## src/inc/fpec_consts.svh

```systemverilog
// constants for the flash program/erase controller
`ifndef FPEC_CONSTS_SVH
`define FPEC_CONSTS_SVH
`define FPEC_KEY_FIRST      8'h73
`define FPEC_KEY_SECOND     8'h8C
`define FPEC_CMD_PAGE_ERASE 8'h95
`define FPEC_CMD_MASS_ERASE 8'h63
`define FPEC_CMD_PROGRAM    8'hA5
`define FPEC_INFO_BASE      16'hFE00
`define FPEC_INFO_LAST      16'hFFFF
`define FPEC_INFO_WORDS     64
`define FPEC_STAT_LOCKED    3'h0
`define FPEC_STAT_KEY1      3'h1
`define FPEC_STAT_UNLOCKED  3'h3
`define FPEC_STAT_PAGE_ARM  3'h4
`define FPEC_STAT_MASS_ARM  3'h5
`define FPEC_STAT_PROG_ARM  3'h6
`define FPEC_STAT_BUSY_BIT  7
`define FPEC_T_PROG_NS      40000
`define FPEC_T_PAGE_NS      10000000
`define FPEC_T_MASS_NS      200000000
`define FPEC_CLK_NS         10
`endif

```

## src/inc/fpec_pkg.sv

```systemverilog
// types for the flash program/erase controller
package fpec_pkg;
  typedef enum logic [2:0] {
    FPEC_LOCKED   = 3'b000,
    FPEC_KEY1     = 3'b001,
    FPEC_UNLOCKED = 3'b011,
    FPEC_PAGE_ARM = 3'b100,
    FPEC_MASS_ARM = 3'b101,
    FPEC_PROG_ARM = 3'b110,
    FPEC_BUSY     = 3'b111
  } fpec_state_e;
  typedef enum logic [1:0] {
    FPEC_OP_PROG = 2'b00,
    FPEC_OP_PAGE = 2'b01,
    FPEC_OP_MASS = 2'b10
  } fpec_op_e;
endpackage

```

## src/hdl/fpec_ctrl.sv

```systemverilog
// flash program/erase sequencer with unlock guard, protection and info area
`timescale 1ns/100ps
`include "fpec_consts.svh"
// Overview of operation
// - info area sits at FE00H-FFFFH; only the implemented low words answer.
// - info area returns stored trim and calibration words on read.
// - sequencer drives array erase/program strobes and busy timing itself.
// - protection applies per page, per sector and for whole memory.
// - unlock needs 73H then 8CH on consecutive command writes.
// - unlocked controller accepts enable command arming page or mass erase.
// - page erase touches only the page latched from page select at unlock.
// - mass erase arms only when the debugger issues it.
// - any wrong value or out-of-order key relocks at once.
// - command write and status read share one register address.
// - one page open at a time; another page needs a fresh unlock.
module fpec_ctrl #(
  parameter int PAGE_BITS   = 3,
  parameter int SECTOR_BITS = 3,
  parameter int ADDR_BITS   = 16,
  parameter int PROG_CYC    = (`FPEC_T_PROG_NS + `FPEC_CLK_NS - 1) / `FPEC_CLK_NS,
  parameter int PAGE_CYC    = (`FPEC_T_PAGE_NS + `FPEC_CLK_NS - 1) / `FPEC_CLK_NS,
  parameter int MASS_CYC    = (`FPEC_T_MASS_NS + `FPEC_CLK_NS - 1) / `FPEC_CLK_NS
) (
  input  wire logic                 SYS_CLK,
  input  wire logic                 NRST,
  input  wire logic                 CMD_WR,
  input  wire logic [7:0]           CMD_WDATA,
  input  wire logic                 CMD_FROM_DEBUG,
  input  wire logic [PAGE_BITS-1:0] PAGE_SEL,
  input  wire logic [7:0]           SECTOR_PROT,
  input  wire logic                 MEM_PROT,
  input  wire logic [PAGE_BITS-1:0] PAGE_PROT_SEL,
  input  wire logic                 PAGE_PROT_EN,
  input  wire logic                 PROG_REQ,
  input  wire logic [ADDR_BITS-1:0] PROG_ADDR,
  input  wire logic [7:0]           PROG_DATA,
  input  wire logic                 INFO_RD,
  input  wire logic [ADDR_BITS-1:0] INFO_ADDR,
  input  wire logic                 INFO_LOAD,
  input  wire logic [7:0]           INFO_LOAD_DATA,
  output logic [7:0]                STATUS_RDATA,
  output logic [7:0]                INFO_RDATA,
  output logic                      INFO_HIT,
  output logic                      ARRAY_PROG,
  output logic                      ARRAY_PAGE_ERASE,
  output logic                      ARRAY_MASS_ERASE,
  output logic [PAGE_BITS-1:0]      ARRAY_PAGE,
  output logic [ADDR_BITS-1:0]      ARRAY_ADDR,
  output logic [7:0]                ARRAY_WDATA,
  output logic                      OP_REFUSED
);
  localparam int CNT_W = $clog2(MASS_CYC + 1);

  fpec_pkg::fpec_state_e state_reg, state_next;
  fpec_pkg::fpec_op_e    op_reg;
  logic [CNT_W-1:0]      cnt_reg;
  logic [PAGE_BITS-1:0]  page_reg;
  logic                  page_open_reg;
  logic [7:0]            info_mem [`FPEC_INFO_WORDS];

  // protection of a target page at three levels
  wire [SECTOR_BITS-1:0] tgt_sector = page_reg[PAGE_BITS-1 -: SECTOR_BITS];
  wire [SECTOR_BITS-1:0] prg_sector = PROG_ADDR[ADDR_BITS-1 -: SECTOR_BITS];
  wire [PAGE_BITS-1:0]   prg_page   = PROG_ADDR[ADDR_BITS-1 -: PAGE_BITS];
  wire page_blocked = MEM_PROT || SECTOR_PROT[tgt_sector] ||
                      (PAGE_PROT_EN && PAGE_PROT_SEL == page_reg);
  wire prog_blocked = MEM_PROT || SECTOR_PROT[prg_sector] ||
                      (PAGE_PROT_EN && PAGE_PROT_SEL == prg_page);
  wire mass_blocked = MEM_PROT || (|SECTOR_PROT);
  wire is_busy   = (state_reg == fpec_pkg::FPEC_BUSY);
  wire cmd_take  = CMD_WR && !is_busy;
  wire prog_page_ok = !page_open_reg ||
                      (PROG_ADDR[ADDR_BITS-1 -: PAGE_BITS] == page_reg);
  wire prog_go   = (state_reg == fpec_pkg::FPEC_PROG_ARM) && PROG_REQ &&
                   !prog_blocked && prog_page_ok;
  wire mass_req  = CMD_WDATA == `FPEC_CMD_MASS_ERASE;
  wire refuse    = cmd_take && (state_reg == fpec_pkg::FPEC_UNLOCKED) &&
                   ((mass_req && (!CMD_FROM_DEBUG || mass_blocked)) ||
                    (CMD_WDATA == `FPEC_CMD_PAGE_ERASE && page_blocked));
  wire cnt_done  = (cnt_reg == '0);

  always_comb begin
    state_next = state_reg;
    if (is_busy) begin
      if (cnt_done) state_next = fpec_pkg::FPEC_LOCKED;
    end else if (cmd_take) begin
      state_next = fpec_pkg::FPEC_LOCKED;
      unique case (state_reg)
        fpec_pkg::FPEC_LOCKED:
          if (CMD_WDATA == `FPEC_KEY_FIRST) state_next = fpec_pkg::FPEC_KEY1;
        fpec_pkg::FPEC_KEY1:
          if (CMD_WDATA == `FPEC_KEY_SECOND) state_next = fpec_pkg::FPEC_UNLOCKED;
        fpec_pkg::FPEC_UNLOCKED: begin
          if (CMD_WDATA == `FPEC_CMD_PAGE_ERASE && !page_blocked)
            state_next = fpec_pkg::FPEC_PAGE_ARM;
          else if (mass_req && CMD_FROM_DEBUG && !mass_blocked)
            state_next = fpec_pkg::FPEC_MASS_ARM;
          else if (CMD_WDATA == `FPEC_CMD_PROGRAM)
            state_next = fpec_pkg::FPEC_PROG_ARM;
        end
        fpec_pkg::FPEC_PAGE_ARM:
          if (CMD_WDATA == `FPEC_CMD_PAGE_ERASE) state_next = fpec_pkg::FPEC_BUSY;
        fpec_pkg::FPEC_MASS_ARM:
          if (mass_req) state_next = fpec_pkg::FPEC_BUSY;
        fpec_pkg::FPEC_PROG_ARM: state_next = fpec_pkg::FPEC_LOCKED;
        fpec_pkg::FPEC_BUSY:     state_next = fpec_pkg::FPEC_BUSY;
      endcase
    end else if (prog_go) begin
      state_next = fpec_pkg::FPEC_BUSY;
    end
  end

  wire start_page = cmd_take && state_reg == fpec_pkg::FPEC_PAGE_ARM &&
                    state_next == fpec_pkg::FPEC_BUSY;
  wire start_mass = cmd_take && state_reg == fpec_pkg::FPEC_MASS_ARM &&
                    state_next == fpec_pkg::FPEC_BUSY;
  wire start_prog = !cmd_take && prog_go;
  wire [CNT_W-1:0] load_cnt = start_mass ? CNT_W'(MASS_CYC - 1) :
                              start_page ? CNT_W'(PAGE_CYC - 1) : CNT_W'(PROG_CYC - 1);
  wire start_any = start_page || start_mass || start_prog;
  wire [7:0] status_next = {is_busy, 4'h0, state_reg};
  wire info_in  = INFO_ADDR >= ADDR_BITS'(`FPEC_INFO_BASE);
  wire [ADDR_BITS-1:0] info_off = INFO_ADDR - ADDR_BITS'(`FPEC_INFO_BASE);
  wire info_ok  = info_in && info_off < ADDR_BITS'(`FPEC_INFO_WORDS);
  wire [5:0] info_idx = info_off[5:0];

  always_ff @(posedge SYS_CLK or negedge NRST) begin
    if (!NRST) begin
      state_reg     <= fpec_pkg::FPEC_LOCKED;
      op_reg        <= fpec_pkg::FPEC_OP_PROG;
      cnt_reg       <= '0;
      page_reg      <= '0;
      page_open_reg <= 1'b0;
    end else begin
      state_reg <= state_next;
      if (start_any) begin
        cnt_reg <= load_cnt;
        op_reg  <= start_mass ? fpec_pkg::FPEC_OP_MASS :
                   start_page ? fpec_pkg::FPEC_OP_PAGE : fpec_pkg::FPEC_OP_PROG;
      end else if (is_busy && !cnt_done) begin
        cnt_reg <= cnt_reg - CNT_W'(1);
      end
      if (state_reg == fpec_pkg::FPEC_KEY1 && state_next == fpec_pkg::FPEC_UNLOCKED) begin
        page_reg      <= PAGE_SEL;
        page_open_reg <= 1'b1;
      end else if (state_next == fpec_pkg::FPEC_LOCKED) begin
        page_open_reg <= 1'b0;
      end
    end
  end

  always_ff @(posedge SYS_CLK or negedge NRST) begin
    if (!NRST) begin
      STATUS_RDATA     <= 8'h00;
      ARRAY_PROG       <= 1'b0;
      ARRAY_PAGE_ERASE <= 1'b0;
      ARRAY_MASS_ERASE <= 1'b0;
      ARRAY_PAGE       <= '0;
      ARRAY_ADDR       <= '0;
      ARRAY_WDATA      <= 8'h00;
      OP_REFUSED       <= 1'b0;
    end else begin
      STATUS_RDATA     <= status_next;
      ARRAY_PROG       <= start_prog || (ARRAY_PROG && !(is_busy && cnt_done));
      ARRAY_PAGE_ERASE <= start_page || (ARRAY_PAGE_ERASE && !(is_busy && cnt_done));
      ARRAY_MASS_ERASE <= start_mass || (ARRAY_MASS_ERASE && !(is_busy && cnt_done));
      if (start_page) ARRAY_PAGE <= page_reg;
      if (start_prog) begin
        ARRAY_ADDR  <= PROG_ADDR;
        ARRAY_WDATA <= PROG_DATA;
      end
      OP_REFUSED <= refuse;
    end
  end

  // trim/calibration storage, loaded at factory via the load port
  always_ff @(posedge SYS_CLK) begin
    if (INFO_LOAD && info_ok) info_mem[info_idx] <= INFO_LOAD_DATA;
  end

  always_ff @(posedge SYS_CLK or negedge NRST) begin
    if (!NRST) begin
      INFO_RDATA <= 8'h00;
      INFO_HIT   <= 1'b0;
    end else begin
      INFO_HIT   <= INFO_RD && info_ok;
      INFO_RDATA <= (INFO_RD && info_ok) ? info_mem[info_idx] : 8'h00;
    end
  end

  a_unlock_order: assert property (@(posedge SYS_CLK) disable iff (!NRST)
    state_reg == fpec_pkg::FPEC_UNLOCKED |-> $past(state_reg) inside
      {fpec_pkg::FPEC_KEY1, fpec_pkg::FPEC_UNLOCKED})
    else $error("unlocked without both keys");
  a_bad_relock: assert property (@(posedge SYS_CLK) disable iff (!NRST)
    CMD_WR && !is_busy && state_reg == fpec_pkg::FPEC_KEY1 && CMD_WDATA != `FPEC_KEY_SECOND
      |=> state_reg == fpec_pkg::FPEC_LOCKED)
    else $error("bad key did not relock");
  a_mass_debug: assert property (@(posedge SYS_CLK) disable iff (!NRST)
    $rose(ARRAY_MASS_ERASE) |-> $past(state_reg) == fpec_pkg::FPEC_MASS_ARM)
    else $error("mass erase without debugger arm");
  a_mass_refuse: assert property (@(posedge SYS_CLK) disable iff (!NRST)
    CMD_WR && !CMD_FROM_DEBUG && state_reg == fpec_pkg::FPEC_UNLOCKED
      |=> state_reg != fpec_pkg::FPEC_MASS_ARM)
    else $error("mass erase armed by software");
  a_busy_ignore: assert property (@(posedge SYS_CLK) disable iff (!NRST)
    is_busy && !cnt_done |=> is_busy)
    else $error("busy ended early");
  a_busy_status: assert property (@(posedge SYS_CLK) disable iff (!NRST)
    is_busy |=> STATUS_RDATA[`FPEC_STAT_BUSY_BIT])
    else $error("busy not in status");
  a_locked_idle: assert property (@(posedge SYS_CLK) disable iff (!NRST)
    state_reg == fpec_pkg::FPEC_LOCKED && !is_busy ##1 state_reg == fpec_pkg::FPEC_LOCKED
      |=> !$rose(ARRAY_PROG) && !$rose(ARRAY_PAGE_ERASE))
    else $error("operation while locked");
  a_page_only: assert property (@(posedge SYS_CLK) disable iff (!NRST)
    $rose(ARRAY_PAGE_ERASE) |-> ARRAY_PAGE == $past(page_reg))
    else $error("erase hit wrong page");
  a_prot_mem: assert property (@(posedge SYS_CLK) disable iff (!NRST)
    MEM_PROT && state_reg == fpec_pkg::FPEC_UNLOCKED |=> state_reg != fpec_pkg::FPEC_PAGE_ARM)
    else $error("erase armed under memory protect");
  a_one_page: assert property (@(posedge SYS_CLK) disable iff (!NRST)
    is_busy && cnt_done |=> state_reg == fpec_pkg::FPEC_LOCKED ##0 !page_open_reg)
    else $error("page left open after operation");
  a_info_hit: assert property (@(posedge SYS_CLK) disable iff (!NRST)
    INFO_RD && INFO_ADDR < ADDR_BITS'(`FPEC_INFO_BASE) |=> !INFO_HIT)
    else $error("info hit below area");
  a_reset_lock: assert property (@(posedge SYS_CLK)
    $rose(NRST) |-> state_reg == fpec_pkg::FPEC_LOCKED && !page_open_reg)
    else $error("not locked after reset");
  a_start_seq: assert property (@(posedge SYS_CLK) disable iff (!NRST)
    $rose(ARRAY_PROG) |-> $past(state_reg) == fpec_pkg::FPEC_PROG_ARM)
    else $error("program without arm");
  a_status_addr: assert property (@(posedge SYS_CLK) disable iff (!NRST)
    1'b1 |=> STATUS_RDATA[2:0] == $past(state_reg))
    else $error("status does not track state");
  a_info_read: assert property (@(posedge SYS_CLK) disable iff (!NRST)
    !INFO_RD |=> INFO_RDATA == 8'h00)
    else $error("info data without read");
  a_op_prog: assert property (@(posedge SYS_CLK) disable iff (!NRST)
    is_busy |-> ARRAY_PROG == (op_reg == fpec_pkg::FPEC_OP_PROG))
    else $error("program strobe does not match operation");
  a_op_page: assert property (@(posedge SYS_CLK) disable iff (!NRST)
    is_busy |-> ARRAY_PAGE_ERASE == (op_reg == fpec_pkg::FPEC_OP_PAGE))
    else $error("page erase strobe does not match operation");
  a_op_mass: assert property (@(posedge SYS_CLK) disable iff (!NRST)
    is_busy |-> ARRAY_MASS_ERASE == (op_reg == fpec_pkg::FPEC_OP_MASS))
    else $error("mass erase strobe does not match operation");
  a_idle_quiet: assert property (@(posedge SYS_CLK) disable iff (!NRST)
    !is_busy |-> !ARRAY_PROG && !ARRAY_PAGE_ERASE && !ARRAY_MASS_ERASE)
    else $error("array strobe while not busy");
  a_busy_end: assert property (@(posedge SYS_CLK) disable iff (!NRST)
    is_busy && cnt_done |=> !is_busy)
    else $error("busy outlasted its count");
  a_cnt_step: assert property (@(posedge SYS_CLK) disable iff (!NRST)
    is_busy && !cnt_done |=> cnt_reg == $past(cnt_reg) - CNT_W'(1))
    else $error("operation timer skipped");
  a_busy_cmd: assert property (@(posedge SYS_CLK) disable iff (!NRST)
    is_busy && CMD_WR |=> $stable(page_reg) && state_reg inside {fpec_pkg::FPEC_BUSY, fpec_pkg::FPEC_LOCKED})
    else $error("command acted on while busy");
  a_key1_entry: assert property (@(posedge SYS_CLK) disable iff (!NRST)
    state_reg == fpec_pkg::FPEC_KEY1 |-> $past(state_reg) inside {fpec_pkg::FPEC_LOCKED, fpec_pkg::FPEC_KEY1})
    else $error("first key stage entered from wrong state");
  a_page_arm_src: assert property (@(posedge SYS_CLK) disable iff (!NRST)
    state_reg == fpec_pkg::FPEC_PAGE_ARM |-> $past(state_reg) inside {fpec_pkg::FPEC_UNLOCKED, fpec_pkg::FPEC_PAGE_ARM})
    else $error("page erase armed while not unlocked");
  a_mass_arm_dbg: assert property (@(posedge SYS_CLK) disable iff (!NRST)
    state_reg == fpec_pkg::FPEC_MASS_ARM && $past(state_reg) == fpec_pkg::FPEC_UNLOCKED |-> $past(CMD_FROM_DEBUG))
    else $error("mass erase armed without debugger");
  a_refuse_lock: assert property (@(posedge SYS_CLK) disable iff (!NRST)
    OP_REFUSED |-> state_reg == fpec_pkg::FPEC_LOCKED)
    else $error("refused command left controller unlocked");
  a_page_prot: assert property (@(posedge SYS_CLK) disable iff (!NRST)
    PAGE_PROT_EN && PAGE_PROT_SEL == page_reg && state_reg == fpec_pkg::FPEC_UNLOCKED |=> state_reg != fpec_pkg::FPEC_PAGE_ARM)
    else $error("erase armed on protected page");
  a_sect_prot: assert property (@(posedge SYS_CLK) disable iff (!NRST)
    SECTOR_PROT[tgt_sector] && state_reg == fpec_pkg::FPEC_UNLOCKED |=> state_reg != fpec_pkg::FPEC_PAGE_ARM)
    else $error("erase armed in protected sector");
  a_mass_prot: assert property (@(posedge SYS_CLK) disable iff (!NRST)
    mass_blocked && state_reg == fpec_pkg::FPEC_UNLOCKED |=> state_reg != fpec_pkg::FPEC_MASS_ARM)
    else $error("mass erase armed under protection");
  a_prog_page: assert property (@(posedge SYS_CLK) disable iff (!NRST)
    $rose(ARRAY_PROG) |-> ARRAY_ADDR[ADDR_BITS-1 -: PAGE_BITS] == page_reg)
    else $error("program outside open page");
  a_open_key: assert property (@(posedge SYS_CLK) disable iff (!NRST)
    $rose(page_open_reg) |-> $past(state_reg) == fpec_pkg::FPEC_KEY1)
    else $error("page opened without unlock");
  a_info_above: assert property (@(posedge SYS_CLK) disable iff (!NRST)
    INFO_RD && INFO_ADDR >= ADDR_BITS'(`FPEC_INFO_BASE + `FPEC_INFO_WORDS) |=> !INFO_HIT)
    else $error("info hit above implemented words");
  a_page_start: assert property (@(posedge SYS_CLK) disable iff (!NRST)
    $rose(ARRAY_PAGE_ERASE) |-> $past(state_reg) == fpec_pkg::FPEC_PAGE_ARM)
    else $error("page erase without arm");
  a_prog_relock: assert property (@(posedge SYS_CLK) disable iff (!NRST)
    state_reg == fpec_pkg::FPEC_PROG_ARM && CMD_WR |=> state_reg == fpec_pkg::FPEC_LOCKED)
    else $error("command in program arm did not relock");
  a_refuse_soft: assert property (@(posedge SYS_CLK) disable iff (!NRST)
    CMD_WR && !CMD_FROM_DEBUG && state_reg == fpec_pkg::FPEC_UNLOCKED && mass_req |=> OP_REFUSED)
    else $error("software mass erase not refused");
  a_prog_guard: assert property (@(posedge SYS_CLK) disable iff (!NRST)
    state_reg == fpec_pkg::FPEC_PROG_ARM && PROG_REQ && !CMD_WR && prog_blocked |=> state_reg == fpec_pkg::FPEC_PROG_ARM)
    else $error("program started on protected target");
  a_prog_other: assert property (@(posedge SYS_CLK) disable iff (!NRST)
    state_reg == fpec_pkg::FPEC_PROG_ARM && PROG_REQ && !prog_page_ok |=> !is_busy)
    else $error("program started on another page");
endmodule

```

## config.mk

```make
export PLATFORM = sky130hd
export DESIGN_NAME = fpec_ctrl
export DESIGN_NICKNAME = d
export VERILOG_FILES = /design/src/inc/fpec_pkg.sv /design/src/hdl/fpec_ctrl.sv
export VERILOG_INCLUDE_DIRS = /design/src /design/src/inc
export SDC_FILE = /design/constraint.sdc
export NUM_CORES = 1
export LEC_CHECK = 0
export BUFFER_PORTS_ARGS = -buffer_cell sky130_fd_sc_hd__buf_2
export CAP_MARGIN = 10
export CORE_ASPECT_RATIO = 0.7
export CORE_MARGIN = 2
export CORE_UTILIZATION = 35
export CTS_CLUSTER_DIAMETER = 50
export DETAILED_ROUTE_END_ITERATION = 7
export PLACE_DENSITY = 0.52
export SKIP_CTS_REPAIR_TIMING = 1
export SLEW_MARGIN = 5
export SYNTH_ARGS = -nofsm -noshare
export SYNTH_HDL_FRONTEND = slang
export SYNTH_SLANG_ARGS = --single-unit
```

## constraint.sdc

```tcl
create_clock -name SYS_CLK -period 2.4 [get_ports SYS_CLK]
set_input_delay 0 -clock SYS_CLK [delete_from_list [all_inputs] [get_ports SYS_CLK]]
set_output_delay 0 -clock SYS_CLK [all_outputs]
set_load 0.05 [all_outputs]
```

==> metrics.md, run 1 <==
| Metric | Value |
|---|---|
| Outcome | `complete, but fails checks` |
| Failing checks | `hold timing, setup timing` |
| Layout Skew | `~39 ps` |
| TritonCTS buffer count | `59` |
| Post-synthesis instance area | `between 20000 and 25000 sq um` |
| I/O Pins | `between 100 and 150` |
| First-pass GRT wire length | `96.4 mm` |
| Total clock sinks | `slightly below 600` |
| ANT cells | `0` |
| R2r startpoint | `state_reg[0]` |
| Power Density | `~760 nW/um^2` |
| Crit path max fanout | `8` |
| Layout area overhead | `25.7%` |
| Wire per inst | `24.6 um` |
| Vias | `14.6k` |
| Share of cells above drive strength 1 | `0.281` |
| CP arrival | `2930 ps` |
| Synth Instances | `1417` |
| Rows | `77` |
| # fillers | `5607` |
| CP Launch Point | `state_reg[0]` |
| # setup viols final | `1` |
| Hold Crit Class | `in2reg` |
| LEAKAGE | `a little under 10 nW` |
| Total wire length | `65.3 mm` |
| CP required | `about 2900 ps` |
| Residual overflow from global routing | `0` |
| Crit end category | `register` |
| Nets | `1857` |
| Critical R2R Capture | `cnt_reg[11]` |
| Max Clock Freq | `approximately 0.41 GHz` |
| Slew @ Worst Pin | `around 800 ps` |
| Detail Placement HPWL | `42.0 mm` |
| Post-synthesis sequential area ratio | `0.773` |
| Max-cap check violation count | `0` |
| Post-Layout Inst Area | `28100 sq um` |
| Top_reg_cell synth | `edfxtp_1` |
| Endpoints failing hold | `1` |
| Commonest cells in the netlist | `edfxtp_1, o22ai_1, nor2_1` |
| Top cells by area, synth | `edfxtp_1, dfrtp_1, o22ai_1` |
| Maximum VDD drop | `0.519 mV` |
| Reg-to-reg setup timing slack | `-30 ps` |
| EDFF count, synth | `512` |
| CP Launch Type | `register` |
| Final period util | `1.01` |
| Die Y | `215 um` |
| Post-synth top area share | `0.688` |
| Port Buf Inserts | `122` |
| Post-synthesis async set-or-reset flop share | `0.129` |
| R2R cell count | `11` |
| CTS tree | `built` |
| Max reg flops | `between 500 and 600` |
| Crit path time final | `2430 ps` |
| Area leader, netlist | `edfxtp_1` |
| Die width | `306 um` |
| Area after DPL | `between 20000 and 30000 sq um` |
| 1st-pass router iterations | `5` |
| Max Root-Sink Buffers | `3` |
| Fin Hold WS | `-82.8 ps` |
| Hold depth | `5` |
| Clock root buffer | `clkbuf_16` |
| FF+latch area | `17300 sq um` |
| Yosys warns | `0` |
| Mean post-synth cell area | `15.8 sq um` |
| Pins Over Slew Limit | `0` |
| Setup slack after layout | `-29.4 ps` |
| Avg Vias per Cell | `5.49` |
| Initial antenna violation count | `1` |
| Vias in the first global route | `14.5k` |
| Yosys cell types | `between 70 and 80` |
| Htree depth | `2` |
| Flops & latches, synth | `between 500 and 600` |
| Multi-input logic area | `~4700 sq um` |
| Starting Density | `0.354` |
| Core ar. | `63200 sq um` |
| Residual DRC count | `0` |
| Iter 0 DRT Violations | `1565` |
| Pin count of the biggest net entering global routing | `between 60 and 70` |
| RSZ-0062 raised after global routing | `true` |
| Gr usage total | `0.195` |
| Register clock-pin slew on the reported worst setup and hold paths | `about 60 ps` |
| Die area | `65900 sq um` |
| CP Class | `reg2reg` |
| Count leader, synth | `edfxtp_1` |
| GP Congestion | `0.858` |
| Worst slack, placed | `-685 ps` |
| Crit path to | `cnt_reg[11]` |
| Post-DRT Antenna Nets | `0` |
| Worst skew pair latency | `640 ps` |
| Rel. slew slack | `0.465` |
==> where the power goes <==
group / switching, mW / leakage [nW] / internal, mW / total (mW)
logic: 0.672 / 3.35 / 0.399 / 1.07
clock network: 3.95 / 0.936 / 5.36 / 9.30
registers: 0.000352 / 5.53 / 11.1 / 11.1
==> how the worst min path moves through the flow <==
stage / to / slack [ps] / from
after floorplan: ARRAY_ADDR[0] / -300 / NRST
after global placement: STATUS_RDATA[2] / 130 / NRST
after detailed placement: ARRAY_MASS_ERASE / 150 / NRST
after CTS: STATUS_RDATA[2] / -530 / NRST
after global routing: OP_REFUSED / 10 / MEM_PROT
final: OP_REFUSED / -80 / MEM_PROT
==> cell type report <==
type,instances,share of cell area
Multi-Input combinational cell,720,0.168
Tap cell,829,0.0369
Clock buffer,74,0.0553
Inverter,11,0.00147
Clock inverter,34,0.0139
Sequential cell,588,0.615
Timing Repair Buffer,396,0.109
==> critical path, stage by stage, from the launching register on <==
cell	delay, ps
dfrtp_2	410
buf_6	140
buf_4	120
nand3_1	170
inv_1	270
o21ai_4	100
buf_6	140
buf_4	120
buf_4	130
o31ai_1	270
a31oi_1	130
or2_2	300
==> per-layer routing <==
metal	track usage	share of wire
met4	0.0438	0.019
met2	0.286	0.44
met3	0.0500	0.090
met5	0	0
met1	0.292	0.45
==> cells in the final DEF, fill, tap and decap left out, drive strengths merged, types with 9 or more instances in the layout <==
cell type	synthesis	final
a21oi	17	17
buf	68	358
clkbuf	33	74
clkinv	0	20
dfrtp	76	76
dlygate4sd3	0	38
edfxtp	512	512
inv	11	16
mux2	27	27
nand2	32	32
nand2b	11	11
nand3	17	17
nor2	93	93
nor3	15	15
nor4	61	61
o21ai	27	27
o22ai	275	275
o31ai	9	9
or4	10	10
xnor2	14	14
==> cell families (layout without fill, tap and decap cells) <==
logic type / count (synthesis) / in the layout / synth area share
DFF: 588 / 588 / 0.773
adders and majority gates: 2 / 2 / 0.00112
xor gates and xnor gates: 14 / 14 / 0.00549
other: 1 / 4 / 0.000168
muxes: 32 / 32 / 0.0181
and+or+nand+nor: 293 / 293 / 0.0711
buffers and inverters: 112 / 515 / 0.0231
AOI/OAI and AO/OA: 375 / 375 / 0.108
==> metrics by stage <==
stage	std cells	util	power [mW]	setup TNS [ps]	hold WS, ps
after global placement	2492	0.403	12.3	-189170	132
after CTS	2600	0.434	21.6	-1160	-526
final	2652	0.444	21.5	-29.4	-82.8
after floorplan	1420	-	11.7	0	-296
after global routing	2652	0.444	22.1	-457	14.6
after detailed placement	2492	0.403	12.3	-207680	146
(Power assumes the default switching activity.)
==> run 2: changes to the inputs <==
--- a/config.mk
+++ b/config.mk
@@ -10,10 +10,10 @@
 export CAP_MARGIN = 10
 export CORE_ASPECT_RATIO = 0.7
 export CORE_MARGIN = 2
-export CORE_UTILIZATION = 35
+export CORE_UTILIZATION = 55
 export CTS_CLUSTER_DIAMETER = 50
 export DETAILED_ROUTE_END_ITERATION = 7
-export PLACE_DENSITY = 0.52
+export PLACE_DENSITY = 0.76
 export SKIP_CTS_REPAIR_TIMING = 1
 export SLEW_MARGIN = 5
 export SYNTH_ARGS = -nofsm -noshare
==> metrics.md, run 2 (synthesis results as in run 1) <==
| Metric | Value |
|---|---|
| CP max-delay cell | `mux4_2` |
| ANT cells | `0` |
| FF+latch area | `17300 sq um` |
| Die width | `between 200 and 250 um` |
| Sw frac | `0.217` |
| Area after DPL | `about 25000 sq um` |
| Port Buf Inserts | `122` |
| LEAKAGE | `9.62 nW` |
| Die area | `42300 sq um` |
| Setup slack after layout | `12.3 ps` |
| Critical Path Stages | `7` |
| CTS tree | `built` |
| GP Congestion | `0.933` |
| Starting Density | `0.560` |
| Residual DRC count | `0` |
| # setup viols final | `0` |
| R2r startpoint | `page_reg[1]` |
| Detail Placement HPWL | `about 40 mm` |
| Outcome | `complete, but fails checks` |
| Max Clock Freq | `0.419 GHz` |
| Crit-path cells | `mux4_2 -> mux2i_2 -> nand4bb_1 -> o211a_2 -> or2_4 -> or2_4 -> a221o_1` |
| Critical R2R Capture | `cnt_reg[18]` |
| Maximum VDD drop | `~0.58 mV` |
| Htree depth | `2` |
| Total wire length | `61.3 mm` |
| Placed cells | `between 2k and 2.5k` |
| Critical path buffer and inverter count | `0` |
| Post-Layout Inst Area | `~27000 sq um` |
| CP Class | `reg2reg` |
| Max reg flops | `512` |
| Max-cap check violation count | `0` |
| Psw | `4.40 mW` |
| Max Root-Sink Buffers | `3` |
| Final Non-Filler Cells | `2342` |
| Register clock-pin slew on the reported worst setup and hold paths | `around 70 ps` |
| Gr usage total | `0.285` |
| Wire per inst | `26.2 um` |
| Rows | `61` |
| Initial antenna violation count | `0` |
| Layout Skew | `around 35 ps` |
| Internal cell power | `15.8 mW` |
| Power Density | `around 740 nW/um^2` |
| Failing checks | `hold timing` |
| Reg-to-reg setup timing slack | `10 ps` |
| CP Launch Point | `page_reg[1]` |
| Clk pwr share | `0.399` |
| R2R cell count | `7` |
| Max incr delay on CP | `530 ps` |
| RSZ-0062 raised after global routing | `true` |
| Vias | `around 15k` |
| Multi-input logic area | `~4700 sq um` |
| Most frequent CP cell | `or2_4` |
| Hold Crit Class | `in2reg` |
| Layout area overhead | `22.1%` |
| Cell class contributing the biggest share of worst-path delay | `multiplexers` |
| Crit path time final | `2390 ps` |
| CP arrival | `2850 ps` |
| Crit path to | `cnt_reg[18]` |
| Final core occ | `0.684` |
| Total clock sinks | `588` |
| Nets | `1846` |
| Crit path max fanout | `4` |
| Final Power | `just over 20 mW` |
| Commonest non-fill, non-tap cell in the layout | `edfxtp_1` |
| Iter 0 DRT Violations | `1735` |
| CP Launch Type | `register` |
| Pin count of the biggest net entering global routing | `65` |
| First-pass GRT wire length | `around 90 mm` |
| CP required | `2860 ps` |
| Die Y | `173 um` |
| Rel. slew slack | `0.470` |
| Worst skew pair latency | `roughly 600 ps` |
| Slew @ Worst Pin | `795 ps` |
| TritonCTS buffer count | `53` |
| 1st-pass router iterations | `6` |
| Pins Over Slew Limit | `0` |
| Crit end category | `register` |
| Core ar. | `39900 sq um` |
| Share of cells above drive strength 1 | `0.279` |
| Endpoints failing hold | `1` |
| I/O Pins | `127` |
| Sequential share of power | `0.549` |
| Setup TNS Final | `0 ps` |
| Vias in the first global route | `14.4k` |
| Fin Hold WS | `-0.120 ps` |
| Clock root buffer | `clkbuf_16` |
| Residual overflow from global routing | `0` |
| Comb power frac | `0.052` |
| Post-DRT Antenna Nets | `0` |
| Final period util | `0.995` |
| Avg Vias per Cell | `6.46` |
| # fillers | `roughly 2.6k` |
| Worst slack, placed | `-428 ps` |
| Most frequent cells in the layout | `edfxtp_1, o22ai_1, buf_4` |
run 2: changes by cell type in the layout (fill, tap and decap cells not counted), moves of 4 or more:
| cell | change |
|---|---|
| buf_12 | -5 |
| clkbuf_1 | -4 |
| clkinv_2 | +4 |
| bufinv_16 | -5 |
| clkinv_1 | -4 |
| clkbuf_16 | -7 |
| buf_6 | -4 |
run 2: layer usage:
metal / track usage / up-vias / part of all wire
met5: 0 / - / 0
met4: 0.0785 / 0 / 0.032
li1: - / 6436 / -
met1: 0.423 / 7426 / 0.39
met3: 0.0711 / 169 / 0.13
met2: 0.424 / 1101 / 0.45
run 2: how the worst min path moves through the flow:
stage	startpoint	to	slack [ps]	cells after the start
2_1_floorplan	NRST	ARRAY_ADDR[0]	-300	0
3_3_place_gp	NRST	INFO_RDATA[2]	20	1
3_5_place_dp	NRST	cnt_reg[1]	20	1
4_1_cts	NRST	INFO_RDATA[3]	-620	1
5_1_grt	INFO_LOAD_DATA[0]	info_mem[24][0]	9	1
6_report	INFO_LOAD_DATA[0]	info_mem[24][0]	-0.1	1
run 2: power by group through the flow:
stage,registers (mW),logic (mW),clock network [mW]
final,11.1,1.04,8.08
after detailed placement,11.3,0.954,0
after global placement,11.3,0.928,0
after global routing,11.1,1.10,8.51
after floorplan,11.3,0.370,0
after CTS,11.1,0.961,8.13
run 2: cell type report:
| type | instances | share of cell area |
|---|---|---|
| clock inverters | 33 | 0.00958 |
| flip-flops and latches | 588 | 0.633 |
| inverters | 11 | 0.00151 |
| clock buffers | 64 | 0.0505 |
| well taps | 535 | 0.0245 |
| multi-input cells | 720 | 0.173 |
| repair buffers | 391 | 0.108 |
==> run 3: changes to the inputs <==
--- a/config.mk
+++ b/config.mk
@@ -9,7 +9,6 @@
 export BUFFER_PORTS_ARGS = -buffer_cell sky130_fd_sc_hd__buf_2
 export CAP_MARGIN = 10
 export CORE_ASPECT_RATIO = 0.7
-export CORE_MARGIN = 2
 export CORE_UTILIZATION = 55
 export CTS_CLUSTER_DIAMETER = 50
 export DETAILED_ROUTE_END_ITERATION = 7
==> metrics.md, run 3 (synthesis results as in run 1) <==
| Metric | Value |
|---|---|
| Placed cells | `2166` |
| Starting Density | `0.560` |
| GP Congestion | `0.955` |
| CTS tree | `built` |
| Final period util | `1.02` |
| Crit path time final | `2460 ps` |
| Fin Hold WS | `-50.0 ps` |
| Die width | `243 um` |
| Rel. slew slack | `0.403` |
| Vias | `15.0k` |
| Nets | `1810` |
| # setup viols final | `5` |
| Outcome | `complete, but fails checks` |
| Clock root buffer | `clkbuf_16` |
| Max-cap check violation count | `0` |
| Worst skew pair latency | `600 ps` |
| Port Buf Inserts | `122` |
| CP Launch Type | `register` |
| Initial antenna violation count | `0` |
| Total wire length | `60.8 mm` |
| Final Power | `20.7 mW` |
| Power Density | `762 nW/um^2` |
| LEAKAGE | `9.50 nW` |
| ANT cells | `0` |
| Total clock sinks | `588` |
| Hold Crit Class | `in2reg` |
| Failing checks | `hold timing, setup timing` |
| Vias in the first global route | `between 10k and 15k` |
| CP Class | `reg2reg` |
| TritonCTS buffer count | `53` |
| Layout Skew | `approximately 24 ps` |
| Rows | `61` |
| Avg Vias per Cell | `roughly 6.5` |
| Crit end category | `register` |
| Setup slack after layout | `-56.6 ps` |
| Maximum VDD drop | `0.629 mV` |
| Share of cells above drive strength 1 | `0.261` |
| I/O Pins | `~130` |
| Crit path max fanout | `8` |
| Htree depth | `2` |
| CP required | `between 2000 and 3000 ps` |
| Max Root-Sink Buffers | `3` |
| Most frequent cells in the layout | `edfxtp_1, o22ai_1, buf_4` |
| Layout area overhead | `21.3%` |
| CP arrival | `approximately 2900 ps` |
| # fillers | `2616` |
| R2r startpoint | `state_reg[0]` |
| Residual overflow from global routing | `0` |
| Commonest non-fill, non-tap cell in the layout | `edfxtp_1` |
| First-pass GRT wire length | `89.1 mm` |
| Min-delay src | `MEM_PROT` |
| 1st-pass router iterations | `6` |
| Core ar. | `39900 sq um` |
| Final Non-Filler Cells | `2305` |
| Slew @ Worst Pin | `896 ps` |
| Max reg flops | `between 500 and 600` |
| Setup TNS Final | `-182 ps` |
| Post-DRT Antenna Nets | `0` |
| Pins Over Slew Limit | `0` |
| Detail Placement HPWL | `between 30 and 40 mm` |
| CP Launch Point | `state_reg[0]` |
| Residual DRC count | `0` |
| Die area | `approximately 41000 sq um` |
| Max Clock Freq | `about 0.41 GHz` |
| Endpoints failing hold | `13` |
| Pin count of the biggest net entering global routing | `between 70 and 80` |
| Iter 0 DRT Violations | `2151` |
| Wire per inst | `26.4 um` |
| Worst slack, placed | `-302 ps` |
| Register clock-pin slew on the reported worst setup and hold paths | `roughly 60 ps` |
| Gr usage total | `0.289` |
| RSZ-0062 raised after global routing | `true` |
| Die Y | `171 um` |
==> run 3: cell count changes in the layout (fill, tap and decap cells not counted), moves of 3 or more <==
| cell | before | now |
|---|---|---|
| buf_6 | 6 | 3 |
| buf_4 | 209 | 173 |
| inv_6 | 2 | 5 |
| buf_12 | 16 | 19 |
| bufinv_16 | 2 | 6 |
| clkinv_2 | 8 | 5 |
==> run 3: metal layers <==
metal  share of wire  up-vias  GRT usage  routed length [um]
li1                -     6381          -                   -
met1            0.40     7381      0.436               24300
met2            0.45     1131      0.432               27400
met3            0.13      123     0.0643                7790
met4           0.023        0     0.0705                1390
met5               0        -          0                   0
==> run 3: cell type report <==
cell class                 instances  area, sq um  share of cell area
clock inverter                    35          370              0.0137
timing repair buffer             355         2710              0.0999
tap                              535          669              0.0247
clock buffer                      61         1360              0.0500
multi-input combinational        720         4680               0.173
inverter                          11         41.3             0.00152
sequential                       588        17300               0.637
==> run 3: path summary, 6_finish.rpt <==
path	end	slack, ps	cells past startpoint
worst min-delay path	OP_REFUSED	-50	5
max in group asynchronous	page_reg[1]	2040	3
worst max register to register	cnt_reg[6]	-60	8
min in group asynchronous	cnt_reg[0]	-20	3
worst min register to register	ARRAY_MASS_ERASE	480	2
worst max-delay path	cnt_reg[6]	-60	8
==> run 3: where the power goes <==
group          switching (mW)  internal, mW  leakage [nW]
Sequential           0.000390          11.1          5.53
Combinational           0.662         0.383          3.13
Clock                    3.77          4.74         0.835
Total                    4.43          16.2          9.50
==> run 3: per-stage QoR <==
stage | util | hold WS, ps | cell area, sq um
floorplan | - | -296 | 22400
global placement | 0.623 | 53.3 | 24900
detailed placement | 0.623 | 58.9 | 24900
CTS | 0.666 | -571 | 26600
global route | 0.679 | 5.75 | 27100
finish | 0.679 | -50.0 | 27100
==> run 3: worst max-delay path, cell delays in order, from the launching register on <==
cell	delay [ps]
dfrtp_1	400
nor2b_1	240
a32oi_1	120
or4b_1	510
o311a_1	160
or2_4	290
buf_4	180
a211o_1	280
o2bb2ai_1	140
